### src/mpc_consts.vh
// Purpose: shared constants for the pin control logic
// Assumes: included by bare name from the design files that use its macros
// Notes: mode codes follow {mode_select_b, mode_select_a}
`ifndef MPC_CONSTS_VH
`define MPC_CONSTS_VH

// ----------------------------------------
// clocking
// ----------------------------------------
`define MPC_OSC_PER_BUS 4
`define MPC_INT_RESET_WINDOW 4

// ----------------------------------------
// operating modes
// ----------------------------------------
`define MPC_MODE_BOOT 2'h0
`define MPC_MODE_SINGLE 2'h1
`define MPC_MODE_TEST 2'h2
`define MPC_MODE_EXPANDED 2'h3

// ----------------------------------------
// clock-out divide select codes
// ----------------------------------------
`define MPC_XDIV_1 2'h0
`define MPC_XDIV_2 2'h1
`define MPC_XDIV_4 2'h2
`define MPC_XDIV_8 2'h3

// ----------------------------------------
// reset values
// ----------------------------------------
`define MPC_XDIV_RESET 2'h0
`define MPC_PHASE_RESET 2'h0

`endif

### src/mpc_sync2.v
// Purpose: two flip-flop synchroniser for one pin level
// Assumes: input is asynchronous to clk_sys
// Notes: the first stage feeds only the second
`timescale 1ns/100ps
`default_nettype none

module mpc_sync2 #(
  parameter RESET_VAL = 1'b1
) (
  // clock and reset
  input wire clk_sys,
  input wire reset,
  // data
  input wire async_in,
  output reg sync_out
);

  reg meta_q;

  always @(posedge clk_sys) begin
    if (reset) begin
      meta_q <= RESET_VAL;
      sync_out <= RESET_VAL;
    end else begin
      meta_q <= async_in;
      sync_out <= meta_q;
    end
  end

endmodule
`default_nettype wire

### src/mpc_clkdiv.v
// Purpose: divider for the buffered oscillator clock output
// Assumes: enable comes from a register on clk_sys
// Notes: divide by one toggles tick on every running clk_sys edge, half the oscillator rate
`timescale 1ns/100ps
`default_nettype none
`include "mpc_consts.vh"

module mpc_clkdiv (
  // clock and reset
  input wire clk_sys,
  input wire reset,
  // control
  input wire run,
  input wire [1:0] div_sel,
  // output
  output reg tick
);

  reg [3:0] cnt_q;

  // ----------------------------------------
  // divider
  // ----------------------------------------
  always @(posedge clk_sys) begin
    if (reset) begin
      cnt_q <= 4'h0;
      tick <= 1'b0;
    end else if (run) begin
      cnt_q <= cnt_q + 4'h1;
      case (div_sel)
        `MPC_XDIV_1: tick <= ~tick;
        `MPC_XDIV_2: tick <= cnt_q[1];
        `MPC_XDIV_4: tick <= cnt_q[2];
        `MPC_XDIV_8: tick <= cnt_q[3];
        default: tick <= 1'b0;
      endcase
    end
  end

endmodule
`default_nettype wire

### src/mpc_pin_ctrl.v
// Purpose: pin-level control: reset pin, bus clock, clock out, interrupts, modes, strobe, r/w, ports
// Assumes: clk_sys is the oscillator input; one clk_sys edge is one oscillator period
// Notes: open-drain pins use active-low output enables; data lines are always 0
`timescale 1ns/100ps
`default_nettype none
`include "mpc_consts.vh"

// Contract
// RULE_01 - reset pin input, open-drain on failures
// RULE_02 - pin high within four cycles means internal
// RULE_03 - bus clock is oscillator divided by four
// RULE_04 - low half internal, high half access
// RULE_05 - stop mode halts all clocks
// RULE_06 - bus clock output switchable in single-chip
// RULE_07 - clock out enabled, divide from two bits
// RULE_08 - clock out divide one after reset
// RULE_09 - maskable irq edge or level, level reset
// RULE_10 - reset sets nonmaskable mask bit
// RULE_11 - sources open-drain, hold low until acknowledged
// RULE_12 - held low line retriggers when unmasked
// RULE_13 - mode pins sampled during reset
// RULE_14 - mode pin becomes opcode fetch strobe
// RULE_15 - strobe goes high between instructions
// RULE_16 - strobe drive control bit gates strobe
// RULE_17 - r/w high read, low write expanded
// RULE_18 - r/w held low single-chip
// RULE_19 - bus ports general only single/boot
// RULE_20 - ten pins are input only
// RULE_21 - ports input high-impedance at reset
// RULE_22 - reset source kept in status flag
module mpc_pin_ctrl (
  // clock and reset
  input wire clk_sys,
  input wire reset,
  // reset pin
  input wire reset_pin_n_in,
  output reg reset_pin_out,
  output reg reset_pin_oe_n,
  input wire clock_monitor_fail,
  input wire watchdog_timer_fail,
  output reg reset_internal_flag,
  output reg core_reset,
  // bus clock and stop
  input wire stop_mode,
  input wire bus_clock_off,
  output reg bus_clock_out,
  output reg access_phase,
  // buffered oscillator clock
  input wire clock_out_enable_bit,
  input wire clock_out_divide_bit1,
  input wire clock_out_divide_bit2,
  output reg clock_out_pin,
  // interrupts
  input wire irq_pin_n,
  input wire irq_edge_select,
  input wire irq_mask_bit,
  input wire irq_ack,
  output reg irq_request,
  input wire nonmaskable_interrupt_pin,
  input wire nmi_mask_clear,
  output reg nmi_mask_bit,
  output reg nmi_request,
  // mode pins and strobe
  input wire mode_select_a,
  input wire mode_select_b,
  input wire strobe_drive_control_bit,
  input wire opcode_fetch,
  output reg [1:0] op_mode,
  output reg instruction_start_strobe_out,
  output reg instruction_start_strobe_oe_n,
  // read/write direction
  input wire bus_cycle_active,
  input wire bus_cycle_write,
  output reg read_write_pin,
  // ports
  input wire [7:0] port_b_ddr,
  input wire [7:0] port_c_ddr,
  input wire [7:0] port_f_ddr,
  output reg [7:0] port_b_oe_n,
  output reg [7:0] port_c_oe_n,
  output reg [7:0] port_f_oe_n,
  output reg ports_bus_function,
  input wire [7:0] port_e_pin,
  input wire input_only_pin_g7,
  input wire input_only_pin_g6,
  output reg [9:0] input_only_level
);

  // ----------------------------------------
  // synchronisers
  // ----------------------------------------
  wire rst_pin_s;
  wire irq_s;
  wire nmi_s;
  wire mode_a_s;
  wire mode_b_s;
  wire [9:0] inonly_s;

  mpc_sync2 #(.RESET_VAL(1'b1)) u_sync_rst (
    .clk_sys(clk_sys), .reset(reset), .async_in(reset_pin_n_in), .sync_out(rst_pin_s));
  mpc_sync2 #(.RESET_VAL(1'b1)) u_sync_irq (
    .clk_sys(clk_sys), .reset(reset), .async_in(irq_pin_n), .sync_out(irq_s));
  mpc_sync2 #(.RESET_VAL(1'b1)) u_sync_nmi (
    .clk_sys(clk_sys), .reset(reset), .async_in(nonmaskable_interrupt_pin), .sync_out(nmi_s));
  // mode pins keep sampling through reset, so the latch sees settled levels as reset lets go
  mpc_sync2 #(.RESET_VAL(1'b0)) u_sync_ma (
    .clk_sys(clk_sys), .reset(1'b0), .async_in(mode_select_a), .sync_out(mode_a_s));
  mpc_sync2 #(.RESET_VAL(1'b0)) u_sync_mb (
    .clk_sys(clk_sys), .reset(1'b0), .async_in(mode_select_b), .sync_out(mode_b_s));

  genvar gi;
  generate
    for (gi = 0; gi < 8; gi = gi + 1) begin : g_pe
      mpc_sync2 #(.RESET_VAL(1'b0)) u_sync_pe (
        .clk_sys(clk_sys), .reset(reset), .async_in(port_e_pin[gi]), .sync_out(inonly_s[gi]));
    end
  endgenerate
  mpc_sync2 #(.RESET_VAL(1'b0)) u_sync_g6 (
    .clk_sys(clk_sys), .reset(reset), .async_in(input_only_pin_g6), .sync_out(inonly_s[8]));
  mpc_sync2 #(.RESET_VAL(1'b0)) u_sync_g7 (
    .clk_sys(clk_sys), .reset(reset), .async_in(input_only_pin_g7), .sync_out(inonly_s[9]));

  // ----------------------------------------
  // reset pin and reset source
  // ----------------------------------------
  localparam RS_IDLE = 2'h0;
  localparam RS_DRIVE = 2'h1;
  localparam RS_SENSE = 2'h2;
  localparam RS_HOLD = 2'h3;
  localparam [5:0] DRIVE_CYCLES = 6'h20;
  localparam [4:0] SENSE_CYCLES = 5'h10;

  // the pin is pulled low a fixed time so that slow external circuits see it
  reg [1:0] rs_state_q;
  reg [5:0] rs_cnt_q;
  wire fail_any;
  assign fail_any = clock_monitor_fail | watchdog_timer_fail;

  always @(posedge clk_sys) begin
    if (reset) begin
      rs_state_q <= RS_IDLE;
      rs_cnt_q <= 6'h00;
      reset_pin_out <= 1'b0;
      reset_pin_oe_n <= 1'b1;
      reset_internal_flag <= 1'b0;
      core_reset <= 1'b1;
    end else begin
      reset_pin_out <= 1'b0;
      case (rs_state_q)
        RS_IDLE: begin
          // RULE_01 open-drain pull
          if (fail_any) begin
            rs_state_q <= RS_DRIVE;
            rs_cnt_q <= 6'h00;
            reset_pin_oe_n <= 1'b0;
            core_reset <= 1'b1;
          end else if (!rst_pin_s) begin
            rs_state_q <= RS_HOLD;
            core_reset <= 1'b1;
          end else begin
            core_reset <= 1'b0;
          end
        end
        RS_DRIVE: begin
          rs_cnt_q <= rs_cnt_q + 6'h01;
          if (rs_cnt_q == DRIVE_CYCLES - 6'h01) begin
            rs_state_q <= RS_SENSE;
            rs_cnt_q <= 6'h00;
            reset_pin_oe_n <= 1'b1;
          end
        end
        RS_SENSE: begin
          // RULE_02 four bus cycle window
          // two clocks of the window go to the pin synchroniser
          rs_cnt_q <= rs_cnt_q + 6'h01;
          if (rst_pin_s) begin
            // RULE_22 latch reset source
            reset_internal_flag <= 1'b1;
            rs_state_q <= RS_IDLE;
          end else if (rs_cnt_q[4:0] == SENSE_CYCLES - 5'h01) begin
            reset_internal_flag <= 1'b0;
            rs_state_q <= RS_HOLD;
          end
        end
        RS_HOLD: begin
          // RULE_01 external reset input
          if (rst_pin_s) begin
            reset_internal_flag <= 1'b0;
            rs_state_q <= RS_IDLE;
          end
        end
        default: rs_state_q <= RS_IDLE;
      endcase
    end
  end

  // ----------------------------------------
  // bus clock
  // ----------------------------------------
  // phase keeps its count through stop, so the bus clock resumes where it left off
  reg [1:0] phase_q;
  always @(posedge clk_sys) begin
    if (reset) begin
      phase_q <= `MPC_PHASE_RESET;
      bus_clock_out <= 1'b0;
      access_phase <= 1'b0;
    end else if (!stop_mode) begin
      // RULE_03 divide by four
      phase_q <= phase_q + 2'h1;
      // RULE_04 high half is access
      access_phase <= phase_q[1];
      // RULE_06 off only in single-chip and boot modes
      bus_clock_out <= phase_q[1] & ~(bus_clock_off &
        (op_mode == `MPC_MODE_SINGLE || op_mode == `MPC_MODE_BOOT));
    end else begin
      // RULE_05 stop halts clocks
      bus_clock_out <= 1'b0;
    end
  end

  // ----------------------------------------
  // buffered oscillator clock out
  // ----------------------------------------
  wire clock_out_enable_bit_tick;
  reg [1:0] xdiv_q;
  always @(posedge clk_sys) begin
    if (reset) begin
      // RULE_08 divide one after reset
      xdiv_q <= `MPC_XDIV_RESET;
      clock_out_pin <= 1'b0;
    end else begin
      xdiv_q <= {clock_out_divide_bit2, clock_out_divide_bit1};
      // RULE_07 gated by enable bit
      clock_out_pin <= clock_out_enable_bit & ~stop_mode & clock_out_enable_bit_tick;
    end
  end

  mpc_clkdiv u_clkdiv (
    .clk_sys(clk_sys),
    .reset(reset),
    .run(~stop_mode),
    .div_sel(xdiv_q),
    .tick(clock_out_enable_bit_tick)
  );

  // ----------------------------------------
  // interrupts
  // ----------------------------------------
  // the edge latch survives masking; only an acknowledge clears it
  reg irq_prev_q;
  reg irq_edge_q;
  reg irq_edge_mode_q;
  always @(posedge clk_sys) begin
    if (reset) begin
      irq_prev_q <= 1'b1;
      irq_edge_q <= 1'b0;
      // RULE_09 level after reset
      irq_edge_mode_q <= 1'b0;
      // RULE_10 mask set in reset
      nmi_mask_bit <= 1'b1;
      irq_request <= 1'b0;
      nmi_request <= 1'b0;
    end else begin
      irq_prev_q <= irq_s;
      irq_edge_mode_q <= irq_edge_select;
      // RULE_09 edge latch, set beats ack
      if (irq_prev_q && !irq_s)
        irq_edge_q <= 1'b1;
      else if (irq_ack)
        irq_edge_q <= 1'b0;
      if (nmi_mask_clear)
        nmi_mask_bit <= 1'b0;
      // RULE_12 level retriggers when unmasked
      irq_request <= ~irq_mask_bit & (irq_edge_mode_q ? irq_edge_q : ~irq_s);
      // RULE_11 shared line held low
      nmi_request <= ~nmi_mask_bit & ~nmi_s;
    end
  end

  // ----------------------------------------
  // mode latch and strobe
  // ----------------------------------------
  // RULE_13 sample during reset
  always @(posedge clk_sys) begin
    if (reset) begin
      op_mode <= `MPC_MODE_SINGLE;
    end else if (core_reset) begin
      op_mode <= {mode_b_s, mode_a_s};
    end
  end

  reg fetch_prev_q;
  wire strobe_gap;
  // a fetch still high at a new bus cycle start is the next instruction
  assign strobe_gap = fetch_prev_q & (phase_q == 2'h0);
  always @(posedge clk_sys) begin
    if (reset) begin
      fetch_prev_q <= 1'b0;
      instruction_start_strobe_out <= 1'b0;
      instruction_start_strobe_oe_n <= 1'b1;
    end else begin
      instruction_start_strobe_out <= 1'b0;
      fetch_prev_q <= opcode_fetch;
      // RULE_14 low on opcode fetch
      // RULE_15 released one cycle between fetches
      // RULE_16 drive control bit
      instruction_start_strobe_oe_n <= ~(~core_reset & strobe_drive_control_bit &
        opcode_fetch & ~strobe_gap);
    end
  end

  // ----------------------------------------
  // read/write and ports
  // ----------------------------------------
  wire bus_mode;
  assign bus_mode = (op_mode == `MPC_MODE_EXPANDED) || (op_mode == `MPC_MODE_TEST);
  always @(posedge clk_sys) begin
    if (reset) begin
      read_write_pin <= 1'b0;
      port_b_oe_n <= 8'hff;
      port_c_oe_n <= 8'hff;
      port_f_oe_n <= 8'hff;
      ports_bus_function <= 1'b0;
      input_only_level <= 10'h000;
    end else begin
      // reads drive high; writes and idle cycles leave the pin low
      // RULE_17 direction in bus modes
      // RULE_18 low in single-chip
      read_write_pin <= bus_mode & bus_cycle_active & ~bus_cycle_write;
      // RULE_19 general i/o single/boot only
      // RULE_21 inputs high-impedance at reset
      // ports stay inputs through core reset so no pin fights the bus at start-up
      ports_bus_function <= bus_mode & ~core_reset;
      port_b_oe_n <= (bus_mode | core_reset) ? 8'hff : ~port_b_ddr;
      port_c_oe_n <= (bus_mode | core_reset) ? 8'hff : ~port_c_ddr;
      port_f_oe_n <= (bus_mode | core_reset) ? 8'hff : ~port_f_ddr;
      // RULE_20 input-only pins
      input_only_level <= inonly_s;
    end
  end

endmodule
`default_nettype wire

### config.mk
export PLATFORM = sky130hd
export DESIGN_NAME = mpc_pin_ctrl
export DESIGN_NICKNAME = d
export VERILOG_FILES = /design/src/mpc_sync2.v /design/src/mpc_clkdiv.v /design/src/mpc_pin_ctrl.v
export VERILOG_INCLUDE_DIRS = /design/src
export SDC_FILE = /design/constraint.sdc
export NUM_CORES = 1
export LEC_CHECK = 0
export BUFFER_PORTS_ARGS = -buffer_cell sky130_fd_sc_hd__buf_2
export CORE_UTILIZATION = 49
export DETAILED_ROUTE_END_ITERATION = 10
export PLACE_DENSITY = 0.78
export SYNTH_ARGS = -nofsm -noshare
export SYNTH_HDL_FRONTEND = slang
export SYNTH_SLANG_ARGS = --single-unit
### constraint.sdc
create_clock -name clk_sys -period 1.9 [get_ports clk_sys]
set_input_delay 0.38 -clock clk_sys [delete_from_list [all_inputs] [get_ports clk_sys]]
set_output_delay 0.38 -clock clk_sys [all_outputs]
set_load 0.03 [all_outputs]
==> results_dict.tcl <==
set metrics [dict create \
    status "finished clean" \
    cts_sinks 99 \
    hold_end "u_sync_mb.meta_q" \
    start_util 0.519 \
    setup_viol 0 \
    tightest_slew_ns 0.530 \
    synth_most_common_cell "dfxtp_1" \
    leakagePower_nw 1.72 \
    synth.largest_area_cell "dfxtp_1" \
    die_area_um2 6750 \
    vdd_drop_max_uv 640 \
    grt_antenna_before_repair 0 \
    hold_class "in2reg" \
    path_class "reg2reg" \
    place_ws_ns 0.0361 \
    slew-limit-headroom 0.647 \
    crit_family "simple AND/OR/NAND/NOR gates" \
    critPathArrivalTime_ns 2.10 \
    synth_warnings 0 \
    cts_buffer_depth 2 \
    netlist_instances 293 \
    cts_root_buf "clkbuf_8" \
    first_iter_violations 76 \
    cts-buffers-inserted 9 \
    pwr_density_cell_nw_per_um2 1110 \
    grt.overflow.total 0 \
    grt_pass1_wl_mm 8.59 \
    post_cts_buffers 0 \
    critPathMaxStageDelay_ns 0.40 \
    startpoint_type "flop" \
    holdPathStages 1 \
    final_nets 463 \
    cp_num_buf_inv 1 \
    reg2reg_to "rs_cnt_q[2]" \
    drt-total-wl_mm 5.83 \
    ys_types 42 \
    total_power_w 0.00439 \
    avgSynthCellArea_um2 10.7 \
    finalHoldViolCount 0 \
    pwr-share-seq 0.519 \
    synth-seq-cells 99 \
    wl_per_cell_um 12.2 \
    cap_violations 0 \
    final.period_utilization 0.952 \
    via_per_inst 4.73 \
    placed_area_um2 3730 \
    netSwitchingPower_w 0.00131 \
    io_buffers 103 \
    fp.dieW_um 82.1 \
    synth_edf_count 0 \
    maxSlewViolCount 0 \
    post-route-drc-count 0 \
    critical_path.endpoint_type "flop" \
    layout-drive-gt1-share 0.340 \
    die_h_um 82.1 \
    clock_latency_ns 0.36 \
    reg2reg_from "rs_state_q[0]" \
    timing.fmax_mhz 553 \
    p_int_w 0.00308 \
    fin_area_um2 3940 \
    period_minus_slack_ns 1.81 \
    hpwl_mm 3.97 \
    netlist_area_um2 3150 \
    async_flop_share 0 \
    grt_pass1_vias 1920 \
    ys_top_cells_by_count "99 x dfxtp_1, 37 x nor2b_1, 30 x nand2_1" \
    ys.flop_type "dfxtp_1" \
    finClkSkew_ns 0.0119 \
    area_growth_pct 25.3 \
    path_cells "inv_1, ha_1, nor3b_4, or2_1, or4_1, a21oi_1" \
    rows 28 \
    pwr-share-clk 0.295 \
    ios 106 \
    ys_top_cells_by_area "dfxtp_1 63%, nor2b_1 7.4%, ha_1 3.6%" \
    cp_max_fo 4 \
    ant_nets 0 \
    gp_congestion 0.855 \
    hold_ws_ns 0.120 \
    grt_use_total 0.174 \
    worst_slack_ns 0.0914 \
    dr_total_vias 2260 \
    htreeDepth 3 \
    dr.pass1.iters 4 \
    ys_seq_area_frac 0.630 \
    core_area_um2 6060 \
    grt_max_degree 31 \
    reg2reg_slack_ns 0.09 \
    num_antenna_cells 0 \
    holdCritStartpoint "mode_select_b" \
    yosys.area.top_type_share 0.630 \
    rr_worst_depth 6 \
    combPwrFrac 0.186 \
    slowest_stage "dfxtp_1" \
    clkTransAtPathRegs_ns 0.10 \
    switching_share 0.299 \
    cts_tree "built" \
    critPathRequiredTime_ns 2.19 \
]
[logic make-up (layout without fill, tap and decap cells)]
family / count (synthesis) / in the layout / synth area share
DFF: 99 / 99 / 0.630
muxes: 7 / 7 / 0.0262
xor gates and xnor gates: 4 / 4 / 0.0111
and+or+nand+nor: 117 / 117 / 0.200
other: 1 / 2 / 0.00119
adders and majority gates: 9 / 9 / 0.0358
AOI/OAI and AO/OA: 30 / 30 / 0.0620
buffers and inverters: 26 / 135 / 0.0338
[final cells by class]
cell class / count / area [µm²]
Clock inverter: 6 / 60.1
Tap cell: 75 / 93.8
Clock buffer: 10 / 138
Fill cell: 510 / 2120
Timing Repair Buffer: 107 / 546
Inverter: 12 / 45.0
Sequential cell: 99 / 1980
Multi-Input combinational cell: 169 / 1080
[routing by layer]
metal	global-route usage	routed length, µm	part of all wire
met5	0	0	0
met4	0.116	146	0.025
met3	0.0363	251	0.043
met2	0.291	2950	0.51
met1	0.201	2480	0.42
[sequential cells by signal (all words and copies together) (netlist names), 2 cells and up]
register / flops
input_only_level: 10
g_pe.u_sync_pe.meta_q: 8
g_pe.u_sync_pe.sync_out: 8
port_b_oe_n: 8
port_c_oe_n: 8
port_f_oe_n: 8
rs_cnt_q: 6
u_clkdiv.cnt_q: 4
op_mode: 2
phase_q: 2
rs_state_q: 2
xdiv_q: 2
[worst reg2reg max path, cell delays in order, from the launching register on]
cell and delay [ns]:
dfxtp_1 0.40, inv_1 0.11, ha_1 0.26, nor3b_4 0.18, or2_1 0.25, or4_1 0.40
a21oi_1 0.14
[worst max-delay path by stage]
stage                  startpoint          end  cells after the start
finish              rs_state_q[0]  rs_cnt_q[2]                      6
detailed placement  rs_state_q[0]  rs_cnt_q[5]                      6
global placement    rs_state_q[0]  rs_cnt_q[5]                      6
floorplan           rs_state_q[0]  rs_cnt_q[2]                      7
global route        rs_state_q[0]  rs_cnt_q[2]                      6
CTS                 rs_state_q[0]  rs_cnt_q[5]                      6
[placed cells by master (no fill, tap or decap), drive strengths merged, types with 2 or more instances in the layout]
master,count
buf,107
a22oi,2
nor2,17
o21a,2
and3,2
xor2,3
nor3b,3
clkinv,2
nor3,6
ha,9
dfxtp,99
a21oi,8
clkbuf,10
conb,2
or2,9
nand4,2
a211oi,3
nand2,30
a2111oi,2
nor2b,37
nand4b,2
mux2i,6
o21ai,6
clkinvlp,2
inv,14
nand2b,4
[through the flow]
step | utilization | std cells | TNS, ns
after floorplan | - | 294 | 0
after detailed placement | 0.616 | 462 | 0
final | 0.651 | 478 | 0
after CTS | 0.649 | 478 | 0
after global routing | 0.651 | 478 | -0.00788
after global placement | 0.616 | 462 | 0
[what timing repair did]
item / 4_1_cts / 5_1_grt
hold buffers: 0 / 0
endpoints found under the setup margin: 0 / 5
gates resized for setup: 0 / 4
[power groups by stage]
stage               sequential (W)  combinational, W  clock, W
finish                     0.00228          0.000816   0.00130
global route               0.00230          0.000890   0.00140
CTS                        0.00228          0.000787   0.00132
detailed placement         0.00233          0.000779         0
global placement           0.00232          0.000752         0
floorplan                  0.00242          0.000452         0
Note: power is estimated with default switching activity, not from simulation.
